$ cat config.mk
export PLATFORM = sky130hd
export DESIGN_NAME = rcc_rx_chain_control
export DESIGN_NICKNAME = d
export VERILOG_FILES = /design/src/verilog/rcc_pkg.sv /design/src/verilog/rcc_rx_chain_control.sv
export SDC_FILE = /design/constraint.sdc
export NUM_CORES = 1
export LEC_CHECK = 0
export BUFFER_PORTS_ARGS = -buffer_cell sky130_fd_sc_hd__buf_4
export CAP_MARGIN = 25
export CORE_MARGIN = 10
export CORE_UTILIZATION = 41
export CTS_CLUSTER_SIZE = 10
export DETAILED_ROUTE_END_ITERATION = 16
export GPL_TIMING_DRIVEN = 0
export PLACE_DENSITY_LB_ADDON = 0.05
export SYNTH_ARGS = -nofsm -noshare
export SYNTH_HDL_FRONTEND = slang
export SYNTH_SLANG_ARGS = --single-unit
$ cat constraint.sdc
create_clock -name mclk_in -period 2.3 [get_ports mclk_in]
set_input_delay 0.46 -clock mclk_in [delete_from_list [all_inputs] [get_ports mclk_in]]
set_output_delay 0.46 -clock mclk_in [all_outputs]
set_load 0.005 [all_outputs]
$ cat src/verilog/rcc_pkg.sv
package rcc_pkg;

	localparam int unsigned RCC_ADDR_W = 9;
	localparam int unsigned RCC_DATA_W = 8;

	// register offsets
	localparam logic [8:0] RCC_FILTER_LOOPBACK_CTRL = 9'h165;
	localparam logic [8:0] RCC_MIXER_DIVIDER_CTRL   = 9'h166;
	localparam logic [8:0] RCC_POWER_BYPASS_CTRL    = 9'h167;
	localparam logic [8:0] RCC_ALIGN_DISABLE        = 9'h168;
	localparam logic [8:0] RCC_ALIGN_SOURCE_SELECT  = 9'h169;
	localparam logic [8:0] RCC_ALIGN_SOFT_TRIGGER   = 9'h16a;
	localparam logic [8:0] RCC_CHAIN_STATUS         = 9'h1ff;

	localparam logic [7:0] RCC_REG_RESET = 8'h00;

	// rx_filter_loopback_ctrl fields
	localparam int unsigned RCC_DECIM_FILTER_ON   = 0;
	localparam int unsigned RCC_DECIM_FILTER_GATE = 1;
	localparam int unsigned RCC_CHAN_A_HIGHPASS   = 2;
	localparam int unsigned RCC_CHAN_B_HIGHPASS   = 3;
	localparam int unsigned RCC_LOOPBACK_ON       = 6;
	localparam int unsigned RCC_LOOPBACK_GATE     = 7;

	// rx_mixer_divider_ctrl fields
	localparam int unsigned RCC_COARSE_MIXER_ON     = 0;
	localparam int unsigned RCC_COARSE_MIXER_SEL_LO = 1;
	localparam int unsigned RCC_MIXER_PHASE_STEP    = 3;
	localparam int unsigned RCC_MIXER_PHASE_VAL_LO  = 4;
	localparam int unsigned RCC_DIVIDER_PHASE_VALUE = 6;
	localparam int unsigned RCC_DIVIDER_PHASE_FLIP  = 7;

	// rx_power_bypass_ctrl fields
	localparam int unsigned RCC_CHAIN_OFF             = 0;
	localparam int unsigned RCC_CHAN_A_POWERDOWN_GATE = 1;
	localparam int unsigned RCC_CHAN_A_POWERDOWN      = 2;
	localparam int unsigned RCC_CHAN_B_POWERDOWN      = 3;
	localparam int unsigned RCC_CHAN_B_POWERDOWN_GATE = 4;
	localparam int unsigned RCC_CHAIN_BYPASS          = 5;
	localparam int unsigned RCC_CHAIN_BYPASS_GATE     = 6;

	// per-block order in align registers: bit index of each block, global at 4
	localparam int unsigned RCC_NUM_BLOCKS  = 4;
	localparam int unsigned RCC_BLK_MIXER   = 0;
	localparam int unsigned RCC_BLK_DIVIDER = 1;
	localparam int unsigned RCC_BLK_OFFSET  = 2;
	localparam int unsigned RCC_BLK_GAINPH  = 3;
	localparam int unsigned RCC_GLOBAL_BIT  = 4;

	typedef enum logic [1:0] {
		RCC_MIX_LOWPASS  = 2'b00,
		RCC_MIX_HALF_FS  = 2'b01,
		RCC_MIX_PLUS_Q   = 2'b10,
		RCC_MIX_MINUS_Q  = 2'b11
	} rcc_mix_mode_t;

	// one-cycle alignment pulses per receive block
	typedef struct packed {
		logic gainphase_corr;
		logic offset_corr;
		logic divider;
		logic mixer;
	} rcc_align_t;

	// effective chain configuration seen by the datapath
	typedef struct packed {
		logic          decim_active;
		logic          chan_a_highpass;
		logic          chan_b_highpass;
		logic          loopback_sel;
		logic          mixer_active;
		rcc_mix_mode_t mixer_mode;
		logic          chain_off;
		logic          chan_a_midcode;
		logic          chan_b_midcode;
		logic          bypass;
	} rcc_cfg_t;

endpackage

$ cat src/verilog/rcc_rx_chain_control.sv
`timescale 1ns/1ps
`default_nettype none

// What this block does
// - Decimation enable acts on both channels only with its gate; output clock halves.
// - Per-channel filter-mode bit: set gives high-pass, clear gives low-pass.
// - Loopback and its gate both set route transmit output into receive input.
// - Coarse mixer mode applies only when mixer enabled; 0 low,1 fs/2,2 +fs/4,3 -fs/4.
// - Step bit rising edge advances mixer phase by one when mixer alignment disabled.
// - Programmed mixer phase loads into mixer on alignment event when enabled.
// - Programmed divider phase loads into divider on alignment event.
// - Receive clock divider runs whenever decimation is active.
// - Flip bit rising edge inverts divider phase when divider alignment disabled.
// - Chain disable powers down both channels and holds output at mid-code.
// - Channel power-down needs its gate; output goes mid-code, output clock runs.
// - Without digital features, all four power-down bits must be set together.
// - Bypass with its gate passes both channel inputs straight to outputs.
// - Per-block alignment disables count only while global disable is set.
// - Global disable clear: rising edge of global source aligns all blocks.
// - Block source: pin when clear, soft trigger rising edge when set.
// - Global source: pin when clear, global soft trigger rising edge when set.
module rcc_rx_chain_control
	import rcc_pkg::*;
(
	// clock and reset
	input  wire logic                  mclk_in,
	input  wire logic                  rst_n_in,
	// register port
	input  wire logic [RCC_ADDR_W-1:0] reg_addr_in,
	input  wire logic [RCC_DATA_W-1:0] reg_wdata_in,
	input  wire logic                  reg_wr_in,
	input  wire logic                  reg_rd_in,
	output logic      [RCC_DATA_W-1:0] reg_rdata_out,
	// chain inputs
	input  wire logic                  align_pin_in,
	input  wire logic                  other_features_on_in,
	// chain control
	output rcc_cfg_t                   chain_cfg_out,
	output rcc_align_t                 align_pulse_out,
	output logic      [1:0]            mixer_phase_out,
	output logic                       divider_phase_out,
	output logic                       out_clk_en_out
);

	// register state
	logic [7:0] filt_ff, nxt_filt;
	logic [7:0] mixdiv_ff, nxt_mixdiv;
	logic [7:0] pwr_ff, nxt_pwr;
	logic [7:0] adis_ff, nxt_adis;
	logic [7:0] asrc_ff, nxt_asrc;
	logic [7:0] trig_ff, nxt_trig;
	logic [7:0] rdata_ff, nxt_rdata;

	// edge history
	logic [4:0] trig_prev_ff, nxt_trig_prev;
	logic       pin_prev_ff, nxt_pin_prev;
	logic       step_prev_ff, nxt_step_prev;
	logic       flip_prev_ff, nxt_flip_prev;

	// chain state
	logic [1:0] mix_phase_ff, nxt_mix_phase;
	logic       div_phase_ff, nxt_div_phase;
	logic       clk_en_ff, nxt_clk_en;
	rcc_cfg_t   cfg_ff, nxt_cfg;
	rcc_align_t align_ff, nxt_align;

	// combinational helpers
	logic                      pin_rise;
	logic [4:0]                soft_rise;
	logic                      global_evt;
	logic [RCC_NUM_BLOCKS-1:0] blk_evt;
	logic [RCC_NUM_BLOCKS-1:0] blk_align;
	logic [RCC_NUM_BLOCKS-1:0] blk_off;
	logic                      global_off;
	logic                      decim_on;
	logic                      mixer_on;
	logic                      feature_on;
	logic                      pd_a;
	logic                      pd_b;
	logic                      step_rise;
	logic                      flip_rise;

	assign global_off = adis_ff[RCC_GLOBAL_BIT];
	assign pin_rise   = align_pin_in & ~pin_prev_ff;
	assign soft_rise  = trig_ff[4:0] & ~trig_prev_ff;
	assign step_rise  = mixdiv_ff[RCC_MIXER_PHASE_STEP] & ~step_prev_ff;
	assign flip_rise  = mixdiv_ff[RCC_DIVIDER_PHASE_FLIP] & ~flip_prev_ff;

	assign global_evt = ~global_off & (asrc_ff[RCC_GLOBAL_BIT] ?
		soft_rise[RCC_GLOBAL_BIT] : pin_rise);

	// per-block alignment source and disable
	genvar gi;
	generate
		for (gi = 0; gi < RCC_NUM_BLOCKS; gi++) begin : g_blk
			// block disable only honoured while global alignment is off
			assign blk_off[gi]   = global_off & adis_ff[gi];
			assign blk_evt[gi]   = global_off & ~adis_ff[gi] &
				(asrc_ff[gi] ? soft_rise[gi] : pin_rise);
			assign blk_align[gi] = global_evt | blk_evt[gi];
		end
	endgenerate

	assign decim_on   = filt_ff[RCC_DECIM_FILTER_ON] & filt_ff[RCC_DECIM_FILTER_GATE];
	assign mixer_on   = mixdiv_ff[RCC_COARSE_MIXER_ON];
	assign feature_on = decim_on | mixer_on | other_features_on_in;

	// power-down qualification
	always_comb begin
		pd_a = 1'b0;
		pd_b = 1'b0;
		if (feature_on) begin
			pd_a = pwr_ff[RCC_CHAN_A_POWERDOWN] & pwr_ff[RCC_CHAN_A_POWERDOWN_GATE];
			pd_b = pwr_ff[RCC_CHAN_B_POWERDOWN] & pwr_ff[RCC_CHAN_B_POWERDOWN_GATE];
		end else begin
			// default mode only honours power-down with all four bits set
			pd_a = pwr_ff[RCC_CHAN_A_POWERDOWN] & pwr_ff[RCC_CHAN_A_POWERDOWN_GATE] &
				pwr_ff[RCC_CHAN_B_POWERDOWN] & pwr_ff[RCC_CHAN_B_POWERDOWN_GATE];
			pd_b = pd_a;
		end
	end

	// register file next state
	always_comb begin
		nxt_filt   = filt_ff;
		nxt_mixdiv = mixdiv_ff;
		nxt_pwr    = pwr_ff;
		nxt_adis   = adis_ff;
		nxt_asrc   = asrc_ff;
		nxt_trig   = trig_ff;
		nxt_rdata  = 8'h00;
		if (reg_wr_in) begin
			case (reg_addr_in)
				RCC_FILTER_LOOPBACK_CTRL: nxt_filt   = reg_wdata_in & 8'hcf;
				RCC_MIXER_DIVIDER_CTRL:   nxt_mixdiv = reg_wdata_in;
				RCC_POWER_BYPASS_CTRL:    nxt_pwr    = reg_wdata_in & 8'h7f;
				RCC_ALIGN_DISABLE:        nxt_adis   = reg_wdata_in & 8'h1f;
				RCC_ALIGN_SOURCE_SELECT:  nxt_asrc   = reg_wdata_in & 8'h1f;
				RCC_ALIGN_SOFT_TRIGGER:   nxt_trig   = reg_wdata_in & 8'h1f;
				default: begin
				end
			endcase
		end
		// unmapped reads return zero; read data valid only the next cycle
		if (reg_rd_in) begin
			case (reg_addr_in)
				RCC_FILTER_LOOPBACK_CTRL: nxt_rdata = filt_ff;
				RCC_MIXER_DIVIDER_CTRL:   nxt_rdata = mixdiv_ff;
				RCC_POWER_BYPASS_CTRL:    nxt_rdata = pwr_ff;
				RCC_ALIGN_DISABLE:        nxt_rdata = adis_ff;
				RCC_ALIGN_SOURCE_SELECT:  nxt_rdata = asrc_ff;
				RCC_ALIGN_SOFT_TRIGGER:   nxt_rdata = trig_ff;
				RCC_CHAIN_STATUS:         nxt_rdata = {1'b0, cfg_ff.chain_off,
					cfg_ff.chan_b_midcode, cfg_ff.chan_a_midcode,
					cfg_ff.decim_active, div_phase_ff, mix_phase_ff};
				default:                  nxt_rdata = 8'h00;
			endcase
		end
	end

	// chain next state
	always_comb begin
		nxt_trig_prev = trig_ff[4:0];
		nxt_pin_prev  = align_pin_in;
		// software must drop and raise a trigger again to get another step
		nxt_step_prev = mixdiv_ff[RCC_MIXER_PHASE_STEP];
		nxt_flip_prev = mixdiv_ff[RCC_DIVIDER_PHASE_FLIP];

		// mixer phase advances one step per cycle while the mixer runs
		nxt_mix_phase = mix_phase_ff;
		if (mixer_on) begin
			nxt_mix_phase = mix_phase_ff + 2'd1;
		end
		if (blk_align[RCC_BLK_MIXER]) begin
			nxt_mix_phase = mixdiv_ff[RCC_MIXER_PHASE_VAL_LO +: 2];
		end else if (step_rise && blk_off[RCC_BLK_MIXER]) begin
			nxt_mix_phase = nxt_mix_phase + 2'd1;
		end

		// divide-by-two: phase toggles each cycle while decimating
		nxt_div_phase = div_phase_ff;
		if (decim_on) begin
			nxt_div_phase = ~div_phase_ff;
		end
		if (blk_align[RCC_BLK_DIVIDER]) begin
			nxt_div_phase = mixdiv_ff[RCC_DIVIDER_PHASE_VALUE];
		end else if (flip_rise && blk_off[RCC_BLK_DIVIDER]) begin
			nxt_div_phase = ~nxt_div_phase;
		end
		// half-rate output clock enable when decimating, else every cycle
		nxt_clk_en = decim_on ? nxt_div_phase : 1'b1;

		nxt_align.mixer          = blk_align[RCC_BLK_MIXER];
		nxt_align.divider        = blk_align[RCC_BLK_DIVIDER];
		nxt_align.offset_corr    = blk_align[RCC_BLK_OFFSET];
		nxt_align.gainphase_corr = blk_align[RCC_BLK_GAINPH];

		nxt_cfg.decim_active    = decim_on;
		nxt_cfg.chan_a_highpass = filt_ff[RCC_CHAN_A_HIGHPASS];
		nxt_cfg.chan_b_highpass = filt_ff[RCC_CHAN_B_HIGHPASS];
		nxt_cfg.loopback_sel    = filt_ff[RCC_LOOPBACK_ON] & filt_ff[RCC_LOOPBACK_GATE];
		nxt_cfg.mixer_active    = mixer_on;
		// mode is forced to plain low-pass while the mixer is off
		nxt_cfg.mixer_mode      = mixer_on ?
			rcc_mix_mode_t'(mixdiv_ff[RCC_COARSE_MIXER_SEL_LO +: 2]) : RCC_MIX_LOWPASS;
		nxt_cfg.chain_off       = pwr_ff[RCC_CHAIN_OFF];
		nxt_cfg.chan_a_midcode  = pwr_ff[RCC_CHAIN_OFF] | pd_a;
		nxt_cfg.chan_b_midcode  = pwr_ff[RCC_CHAIN_OFF] | pd_b;
		nxt_cfg.bypass          = pwr_ff[RCC_CHAIN_BYPASS] & pwr_ff[RCC_CHAIN_BYPASS_GATE];
	end

	always_ff @(posedge mclk_in) begin
		if (!rst_n_in) begin
			filt_ff      <= RCC_REG_RESET;
			mixdiv_ff    <= RCC_REG_RESET;
			pwr_ff       <= RCC_REG_RESET;
			adis_ff      <= RCC_REG_RESET;
			asrc_ff      <= RCC_REG_RESET;
			trig_ff      <= RCC_REG_RESET;
			rdata_ff     <= RCC_REG_RESET;
			trig_prev_ff <= 5'h00;
			pin_prev_ff  <= 1'b0;
			step_prev_ff <= 1'b0;
			flip_prev_ff <= 1'b0;
			mix_phase_ff <= 2'h0;
			div_phase_ff <= 1'b0;
			clk_en_ff    <= 1'b0;
			cfg_ff       <= '0;
			align_ff     <= '0;
		end else begin
			filt_ff      <= nxt_filt;
			mixdiv_ff    <= nxt_mixdiv;
			pwr_ff       <= nxt_pwr;
			adis_ff      <= nxt_adis;
			asrc_ff      <= nxt_asrc;
			trig_ff      <= nxt_trig;
			rdata_ff     <= nxt_rdata;
			trig_prev_ff <= nxt_trig_prev;
			pin_prev_ff  <= nxt_pin_prev;
			step_prev_ff <= nxt_step_prev;
			flip_prev_ff <= nxt_flip_prev;
			mix_phase_ff <= nxt_mix_phase;
			div_phase_ff <= nxt_div_phase;
			clk_en_ff    <= nxt_clk_en;
			cfg_ff       <= nxt_cfg;
			align_ff     <= nxt_align;
		end
	end

	assign reg_rdata_out     = rdata_ff;
	assign chain_cfg_out     = cfg_ff;
	assign align_pulse_out   = align_ff;
	assign mixer_phase_out   = mix_phase_ff;
	assign divider_phase_out = div_phase_ff;
	assign out_clk_en_out    = clk_en_ff;

endmodule

`default_nettype wire
==> results.json, run 1 <==
{
  "post-cts-setup-buffers": 0,
  "finalWirelength_um": 8860,
  "pwr-share-seq": 0.508,
  "drcViolationCount": 0,
  "slew_headroom": 0.429,
  "rows": 30,
  "setup_viol": 0,
  "p_total_w": 0.00244,
  "maxCapViolCount": 0,
  "n_fill_cell": 664,
  "synth_edf_count": 0,
  "period_share": 0.843,
  "cts-resized-gates": 0,
  "gp_congestion": 0.851,
  "p_switching_w": 0.000587,
  "cts_tree": "yes",
  "min_from": "align_pin_in",
  "finalHoldViolCount": 0,
  "hpwlAfterDp_um": 6280,
  "grt_use_total": 0.160,
  "firstDrtPassIters": 4,
  "min_path_type": "in2reg",
  "path_max_fanout": 10,
  "internal-power_w": 0.00185,
  "synth_top_family_by_area": "simple AND/OR/NAND/NOR gates",
  "status": "finished clean",
  "grt_overflow": 0,
  "rsz0062_at_grt": "no",
  "htreeDepth": 3,
  "drive_gt1_frac": 0.216,
  "nNetsFinal": 407,
  "root_buffer": "clkbuf_8",
  "grt_antenna_before_repair": 0,
  "start_kind": "primary input",
  "leakage_nw": 1.39,
  "clkPwrFrac": 0.433,
  "maxSlewViolCount": 0,
  "r2r-start": "asrc_ff[4]$_SDFFE_PN0P_",
  "fin_area_mm2": 0.00361,
  "clock.fmax_mhz": 516,
  "initial_core_util": 0.424,
  "die-area_mm2": 0.0109,
  "die_w_um": 104,
  "grt_pass1_wl_um": 13800,
  "cts.sinks": 71,
  "syn_to_final_growth_pct": 23.8,
  "syn-mean-instance-area_um2": 9.00,
  "synth-simple-area-share": 0.233,
  "synth_ff_type": "dfxtp_1",
  "grt_pass1_vias": 2533,
  "synth_area_mm2": 0.00292,
  "ys_types": 42,
  "async_flop_share": 0,
  "routed_via_density": 5.27,
  "worstPathArrival_ns": 2.19,
  "fin_util": 0.526,
  "ios": 50,
  "cts_buffers": 9,
  "startpoint": "reg_addr_in[0]",
  "crit_path_end_kind": "flip-flop",
  "seq_area_frac_synth": 0.488,
  "tns_ns": 0,
  "placed_cell_area_mm2": 0.00340,
  "clk_pin_slew_worst_paths_ns": 0.08,
  "yosys_register_bits": 71,
  "synth_compound_area_frac": 0.124,
  "synth.area.mux_share": 0.105,
  "synth_xor_area_frac": 0.0150,
  "cts_hold_buf": 0,
  "synth_nets": 347,
  "core_mm2": 0.00687,
  "worstPathRequired_ns": 2.55,
  "grt_max_degree": 13,
  "num_vias": 2554,
  "netlist_instances": 324,
  "regToRegSetupSlack_ns": 0.54,
  "worst_pin_slew_ns": 0.849,
  "ant_nets": 0,
  "ys_warn_count": 0,
  "switching_share": 0.240,
  "diodes": 0,
  "portBuffers": 48,
  "clk_path_buf_depth": 2,
  "comb_power_share": 0.059,
  "synth_fa_ha_area_frac": 0.00343,
  "dr.first_iter.drc_count": 160,
  "crit_type": "in2reg",
  "skew_ns": 0.0109,
  "fin_crit_ns": 1.94,
  "vdd_drop_max_mv": 0.328,
  "clkLatencyLatePin_ns": 0.35,
  "wl_per_cell_um": 18.3,
  "power_density_mw_per_mm2": 676,
  "dieHeight_um": 104
}
-- stage by stage --
step / hold slack (ns) / worst slack [ns] / std cells
after floorplan: 0.437 / 0.447 / 324
after global placement: 0.456 / -0.297 / 468
final: 0.319 / 0.361 / 485
after detailed placement: 0.460 / -0.313 / 468
after CTS: 0.315 / 0.0465 / 484
after global routing: 0.331 / 0.244 / 485
-- power by group through the flow --
stage | clock (W) | combinational [W] | sequential (W)
final | 0.00106 | 0.000144 | 0.00124
after global routing | 0.00112 | 0.000157 | 0.00124
after CTS | 0.00107 | 0.000144 | 0.00124
after detailed placement | 0 | 0.000144 | 0.00127
after global placement | 0 | 0.000144 | 0.00127
after floorplan | 0 | 0.0000640 | 0.00127
-- sequential cells by signal (all words and copies together), names as in the netlist --
name               flops
divider_phase_out      1
align_pulse_out        4
mixer_phase_out        2
reg_rdata_out          8
out_clk_en_out         1
chain_cfg_out         11
pin_prev_ff            1
pwr_ff                 7
mixdiv_ff              8
flip_prev_ff           1
filt_ff                6
asrc_ff                5
trig_ff                5
adis_ff                5
trig_prev_ff           5
step_prev_ff           1
-- per-layer routing --
metal / GRT usage / wire length, um
met1: 0.208 / 4260
met2: 0.232 / 3720
met3: 0.0545 / 642
met4: 0.0726 / 234
met5: 0 / 0
-- cell families after synthesis --
logic type                 Yosys count
and+or+nand+nor                    136
xor gates and xnor gates             5
AOI/OAI and AO/OA                   59
DFF                                 71
adders and majority gates            1
buffers and inverters               22
muxes                               30
-- cell usage after synthesis (all sizes together) (6+ instances only) --
master   n  area share
a31oi    8       0.017
a21oi   25       0.043
nand3   13       0.024
dfxtp   71        0.49
nand2   46       0.059
nor2    37       0.048
o21ai    6       0.010
clkbuf   8       0.010
a22oi    7       0.018
and2    13       0.028
inv      8       0.010
mux2i   26       0.089
buf      6       0.012
-- final cells by class --
cell class	count	area, um^2	area share
Inverter	8	30.0	0.00832
Clock buffer	12	155	0.0430
Tap cell	96	120	0.0333
Timing Repair Buffer	49	365	0.101
Buffer	14	63.8	0.0177
Multi-Input combinational cell	231	1400	0.388
Clock inverter	4	53.8	0.0149
Sequential cell	71	1420	0.394
-- final timing paths --
check / endpoint / cells after the start
max: reg_rdata_out[1]$_SDFF_PN0_ / 6
min: pin_prev_ff$_SDFF_PN0_ / 2
max reg2reg: mixer_phase_out[1]$_SDFF_PN0_ / 5
min reg2reg: pwr_ff[2]$_SDFFE_PN0P_ / 2
-- worst max-delay path, stage by stage --
cell     delay, ns
buf_4         0.08
buf_2         0.25
nand2_1       0.14
nor4_1        0.72
a22oi_1       0.23
a31oi_1       0.30
-- placed cells by master (no fill, tap or decap), drive strengths merged, types with 7 or more instances in the layout --
cell type  synthesis  routed
a21oi             25      25
a22oi              7       7
a31oi              8       8
and2              13      13
buf                6      55
clkbuf             8      20
dfxtp             71      71
inv                8       8
mux2i             26      26
nand2             46      46
nand3             13      13
nor2              37      37
(Power assumes the default switching activity.)
==> run 2: changes to the inputs <==
==> constraint.sdc (replaced) <==
create_clock -name mclk_in -period 1.81 [get_ports mclk_in]
set_input_delay 0.362 -clock mclk_in [delete_from_list [all_inputs] [get_ports mclk_in]]
set_output_delay 0.362 -clock mclk_in [all_outputs]
set_load 0.005 [all_outputs]
==> run 2 against run 1 <==
Effect of this change: sequential share of layout area shrank 0.34 points; worst setup slack got worse by 0.29 ns; clock power up 26%; via count up 0.63%; first-iteration DRC count is 21% higher; die area did not move; combinational power rose by 32%; register-to-register slack worse by 0.40 ns; sequential power rose by 27%; utilization up 0.46 points; cell count fell by 0.21%.
==> results.json, run 2 (same netlist as run 1, synthesis figures left out) <==
{
  "status": "finished clean",
  "start_kind": "primary input",
  "cts.sinks": 71,
  "skew_ns": 0.0120,
  "internal-power_w": 0.00236,
  "whs_ns": 0.221,
  "cts_tree": "yes",
  "largest_register_ffs": 11,
  "htreeDepth": 3,
  "clk_pin_slew_worst_paths_ns": 0.08,
  "crit_family": "simple AND/OR/NAND/NOR gates",
  "power_density_mw_per_mm2": 852,
  "min_path_type": "in2reg",
  "switching_share": 0.240,
  "gp_congestion": 0.851,
  "max_stage_delay_ns": 0.69,
  "firstDrtPassIters": 5,
  "initial_core_util": 0.424,
  "hpwlAfterDp_um": 6280,
  "drive_gt1_frac": 0.222,
  "ant_nets": 0,
  "portBuffers": 48,
  "num_vias": 2570,
  "crit_slowest_cell": "nor4_2",
  "clkPwrFrac": 0.431,
  "pwr-share-seq": 0.508,
  "maxCapViolCount": 0,
  "grt_overflow": 0,
  "fin_crit_ns": 1.73,
  "die_w_um": 104,
  "worstPathArrival_ns": 1.99,
  "diodes": 0,
  "fin_area_mm2": 0.00364,
  "grt_pass1_wl_um": 13800,
  "placed_cell_area_mm2": 0.00340,
  "routed_via_density": 5.31,
  "p_switching_w": 0.000745,
  "tns_ns": 0,
  "core_mm2": 0.00687,
  "root_buffer": "clkbuf_8",
  "crit_type": "in2reg",
  "period_share": 0.958,
  "comb_power_share": 0.061,
  "multi_input_area_mm2": 0.00144,
  "layout_setup_ws_ns": 0.0753,
  "finalHoldViolCount": 0,
  "dieHeight_um": 104,
  "slew_headroom": 0.533,
  "ios": 50,
  "dr.first_iter.drc_count": 194,
  "grt_max_degree": 13,
  "nNetsFinal": 406,
  "grt_antenna_before_repair": 0,
  "clk_path_buf_depth": 2,
  "maxSlewViolCount": 0,
  "dp_slack_ns": -0.705,
  "grt_use_total": 0.161,
  "setup_viol": 0,
  "finalWirelength_um": 8930,
  "final_common_cell": "dfxtp_1",
  "worstPathRequired_ns": 2.06,
  "path_max_fanout": 5,
  "wl_per_cell_um": 18.4,
  "drcViolationCount": 0,
  "rows": 30,
  "regArea_mm2": 0.00142,
  "vdd_drop_max_mv": 0.410,
  "clkLatencyLatePin_ns": 0.35,
  "cts_buffers": 9,
  "clock.fmax_mhz": 576,
  "crit_path_cell_trace": "buf_4, nand3_1, nor4_2, a22oi_1, a31oi_1",
  "worst_pin_slew_ns": 0.697,
  "n_fill_cell": 669,
  "layout_common_cells": "71 x dfxtp_1, 50 x buf_4, 46 x nand2_1",
  "cts_hold_buf": 0,
  "die-area_mm2": 0.0109,
  "syn_to_final_growth_pct": 24.9,
  "crit_path_end_kind": "flip-flop",
  "leakage_nw": 1.40,
  "worst-path-buf-inv": 1,
  "grt_pass1_vias": 2524
}
## run 2: changes by cell type in the layout (fill, tap and decap cells not counted), sizes merged
| cell | before | now |
|---|---|---|
| buf | 55 | 54 |
## run 2: worst paths after layout
check                                from                            end  slack (ns)  depth (start not counted)
setup / recovery           reg_addr_in[8]    reg_rdata_out[1]$_SDFF_PN0_        0.08                          5
hold / removal               align_pin_in         pin_prev_ff$_SDFF_PN0_        0.22                          2
hold reg to reg    pwr_ff[2]$_SDFFE_PN0P_         pwr_ff[2]$_SDFFE_PN0P_        0.47                          2
setup reg to reg  asrc_ff[4]$_SDFFE_PN0P_  mixer_phase_out[1]$_SDFF_PN0_        0.14                          5
## run 2: layout make-up
class,instances,share of cell area
sequential,71,0.390
multi-input combinational,231,0.395
timing repair buffer,48,0.0990
buffer,14,0.0175
tap,96,0.0330
clock buffer,12,0.0426
inverter,8,0.00825
clock inverter,4,0.0148
## run 2: power by group through the flow
stage | combinational [W] | clock, W | sequential (W)
2_1_floorplan | 0.0000814 | 0 | 0.00161
3_3_place_gp | 0.000183 | 0 | 0.00161
3_5_place_dp | 0.000183 | 0 | 0.00161
4_1_cts | 0.000187 | 0.00136 | 0.00157
5_1_grt | 0.000205 | 0.00142 | 0.00158
6_report | 0.000190 | 0.00134 | 0.00157
## run 2: metal layers
metal / vias up / global-route usage / share of wire
met5: - / 0 / 0
met2: 111 / 0.234 / 0.43
li1: 1244 / - / -
met3: 18 / 0.0527 / 0.096
met1: 1197 / 0.212 / 0.46
met4: 0 / 0.0676 / 0.021
## run 2: through the flow
| stage | instances | util | total power [W] |
|---|---|---|---|
| 2_1_floorplan | 324 | - | 0.00169 |
| 5_1_grt | 484 | 0.530 | 0.00320 |
| 3_5_place_dp | 468 | 0.494 | 0.00179 |
| 4_1_cts | 484 | 0.528 | 0.00312 |
| 6_report | 484 | 0.530 | 0.00310 |
| 3_3_place_gp | 468 | 0.494 | 0.00179 |
## run 2: timing repair
action,4_1_cts,5_1_grt
pin swaps,0,1
endpoints found under the setup margin,8,20
setup buffers,0,0
gates resized for setup,3,3
## run 2: worst register-to-register path, cell delays in order, from the launching register on
cell and delay (ns):
dfxtp_1 0.34, or3b_2 0.48, a21oi_2 0.27, a31oi_1 0.16, o21ai_0 0.22, a21oi_1 0.06
==> run 3: changes to the inputs <==
--- a/config.mk
+++ b/config.mk
@@ -5,6 +5,7 @@
 export SDC_FILE = /design/constraint.sdc
 export NUM_CORES = 1
 export LEC_CHECK = 0
+export ABC_AREA = 1
 export BUFFER_PORTS_ARGS = -buffer_cell sky130_fd_sc_hd__buf_4
 export CAP_MARGIN = 25
 export CORE_MARGIN = 10
==> run 3 against run 2 <==
Effect of this change: fmax up 6.3%; cell count up 23%; critical path depth up 2; worst hold slack worse by 0.032 ns; critical path type is now reg2reg; critical endpoint is now out_clk_en_out$_SDFF_PN0_; largest cell class is now flip-flops and latches; largest power group unchanged; highest routed layer unchanged.
==> results.json, run 3 <==
{
  "synth_top_cell_area_share": 0.450,
  "cts_hold_buf": 0,
  "die-area_mm2": 0.0116,
  "grt_pass1_wl_um": 15600,
  "routed_via_density": 5.11,
  "maxSlewViolCount": 0,
  "synth_edf_count": 0,
  "yosysMostFrequentCell": "nand2_1",
  "worst-path-buf-inv": 2,
  "finalHoldViolCount": 0,
  "yosysTopAreaCell": "dfxtp_1",
  "crit_slowest_cell": "clkbuf_1",
  "crit_family": "simple AND/OR/NAND/NOR gates",
  "largest_register_ffs": 11,
  "syn_to_final_growth_pct": 21.3,
  "grt_use_total": 0.174,
  "slew_headroom": 0.567,
  "multi_input_area_mm2": 0.00140,
  "yosys_register_bits": 71,
  "synth_nets": 456,
  "async_flop_share": 0,
  "seq_area_frac_synth": 0.450,
  "maxCapViolCount": 0,
  "vdd_drop_max_mv": 0.510,
  "fin_crit_ns": 1.63,
  "portBuffers": 47,
  "clk_path_buf_depth": 2,
  "netlist_instances": 433,
  "synth_ff_type": "dfxtp_1",
  "tns_ns": 0,
  "drive_gt1_frac": 0.185,
  "htreeDepth": 3,
  "synth_area_mm2": 0.00316,
  "num_vias": 3040,
  "status": "finished clean",
  "drcViolationCount": 0,
  "rsz0062_at_grt": "no",
  "grt_max_degree": 14,
  "ys_types": 28,
  "grt_pass1_vias": 2927,
  "path_common_cell": "nand2_1",
  "gp_congestion": 0.916,
  "root_buffer": "clkbuf_8",
  "ys_warn_count": 0,
  "dr.first_iter.drc_count": 243,
  "power_density_mw_per_mm2": 806,
  "p_total_w": 0.00309,
  "crit_path_cell_trace": "clkbuf_1, nand3b_1, nand2_1, inv_1, nand2_1, nand3_1, nand2_1",
  "firstDrtPassIters": 5,
  "diodes": 0,
  "ios": 50,
  "ant_nets": 0,
  "crit_path_end_kind": "flip-flop",
  "clock.fmax_mhz": 613,
  "period_share": 0.901,
  "cts_buffers": 9,
  "path_max_fanout": 9,
  "initial_core_util": 0.429,
  "cts-resized-gates": 0,
  "crit_type": "reg2reg",
  "start_kind": "flip-flop",
  "layout_common_cells": "76 x nand2_1, 71 x dfxtp_1, 61 x inv_1",
  "grt_overflow": 0,
  "synth.area.top_cells": "dfxtp_1 45%, nand2_1 9.0%, inv_1 7.2%",
  "synth_common_cells": "76 x nand2_1, 71 x dfxtp_1, 61 x inv_1, 43 x nor2_1, 42 x a21oi_1",
  "syn-mean-instance-area_um2": 7.30,
  "cts_tree": "yes",
  "regArea_mm2": 0.00142,
  "finalWirelength_um": 9880,
  "skew_ns": 0.0144,
  "max_stage_delay_ns": 0.43,
  "dieHeight_um": 108,
  "die_w_um": 108,
  "post-cts-setup-buffers": 0,
  "cts.sinks": 71,
  "hpwlAfterDp_um": 7380,
  "clkLatencyLatePin_ns": 0.36,
  "min_path_type": "in2reg",
  "worst_pin_slew_ns": 0.650,
  "wl_per_cell_um": 16.6,
  "rows": 31,
  "setup_viol": 0,
  "leakage_nw": 1.76,
  "nNetsFinal": 514,
  "worstPathArrival_ns": 1.89,
  "core_mm2": 0.00737,
  "grt_antenna_before_repair": 0,
  "n_fill_cell": 779,
  "worstPathRequired_ns": 2.07,
  "final_common_cell": "nand2_1",
  "clk_pin_slew_worst_paths_ns": 0.09
}
==> run 3: area by class of cell <==
cell class | instances | share of cell area
buffer | 16 | 0.0264
clock buffer | 9 | 0.0323
clock inverter | 7 | 0.0189
inverter | 63 | 0.0623
multi-input combinational | 283 | 0.365
sequential | 71 | 0.371
tap | 99 | 0.0323
timing repair buffer | 47 | 0.0920
==> run 3: cells by family (layout without fill, tap and decap cells) <==
logic type	after synthesis	in the layout	synth area share
AO/OA/AOI/OAI	87	87	0.141
flip-flops	71	71	0.450
buffers and inverters	79	142	0.108
XOR/XNOR	4	4	0.0111
AND/OR/NAND/NOR	192	192	0.290
==> run 3: layer usage <==
layer  vias to the layer above  part of all wire  global-route usage
li1                       1516                 -                   -
met1                      1404              0.46               0.230
met2                       108              0.44               0.268
met3                        12             0.081              0.0455
met4                         0             0.015              0.0611
met5                         -                 0                   0
==> run 3: worst register-to-register path, delay by kind of cell (launching register included) <==
family,cells,cell delay [ns]
flip-flops,1,0.31
AND/OR/NAND/NOR,5,0.68
buffers and inverters,2,0.53
==> run 3: metrics by stage <==
step                setup slack (ns)  hold slack [ns]  cell area (um^2)  std cells   util
detailed placement           0.00860            0.418              3640        579  0.494
global placement              0.0279            0.409              3640        579  0.494
global route                  0.0924            0.210              3830        595  0.520
finish                         0.179            0.189              3830        595  0.520
floorplan                      0.457            0.407              3160        433      -
CTS                            0.223            0.191              3830        595  0.520
==> run 3: worst paths after layout <==
check	depth (start not counted)	slack, ns	start	to
setup / recovery	7	0.18	adis_ff[4]$_SDFFE_PN0P_	out_clk_en_out$_SDFF_PN0_
hold / removal	3	0.19	align_pin_in	pin_prev_ff$_SDFF_PN0_
setup reg to reg	7	0.18	adis_ff[4]$_SDFFE_PN0P_	out_clk_en_out$_SDFF_PN0_
hold reg to reg	2	0.43	trig_ff[3]$_SDFFE_PN0P_	trig_prev_ff[3]$_SDFF_PN0_
==> run 3: power breakdown <==
| part | total [W] | leakage (nW) | switching (W) | internal, W |
|---|---|---|---|---|
| logic | 0.000223 | 1.09 | 0.000144 | 0.0000793 |
| registers | 0.00158 | 0.574 | 0.00000811 | 0.00157 |
| clock network | 0.00129 | 0.0956 | 0.000648 | 0.000638 |
| total | 0.00309 | 1.76 | 0.000799 | 0.00229 |
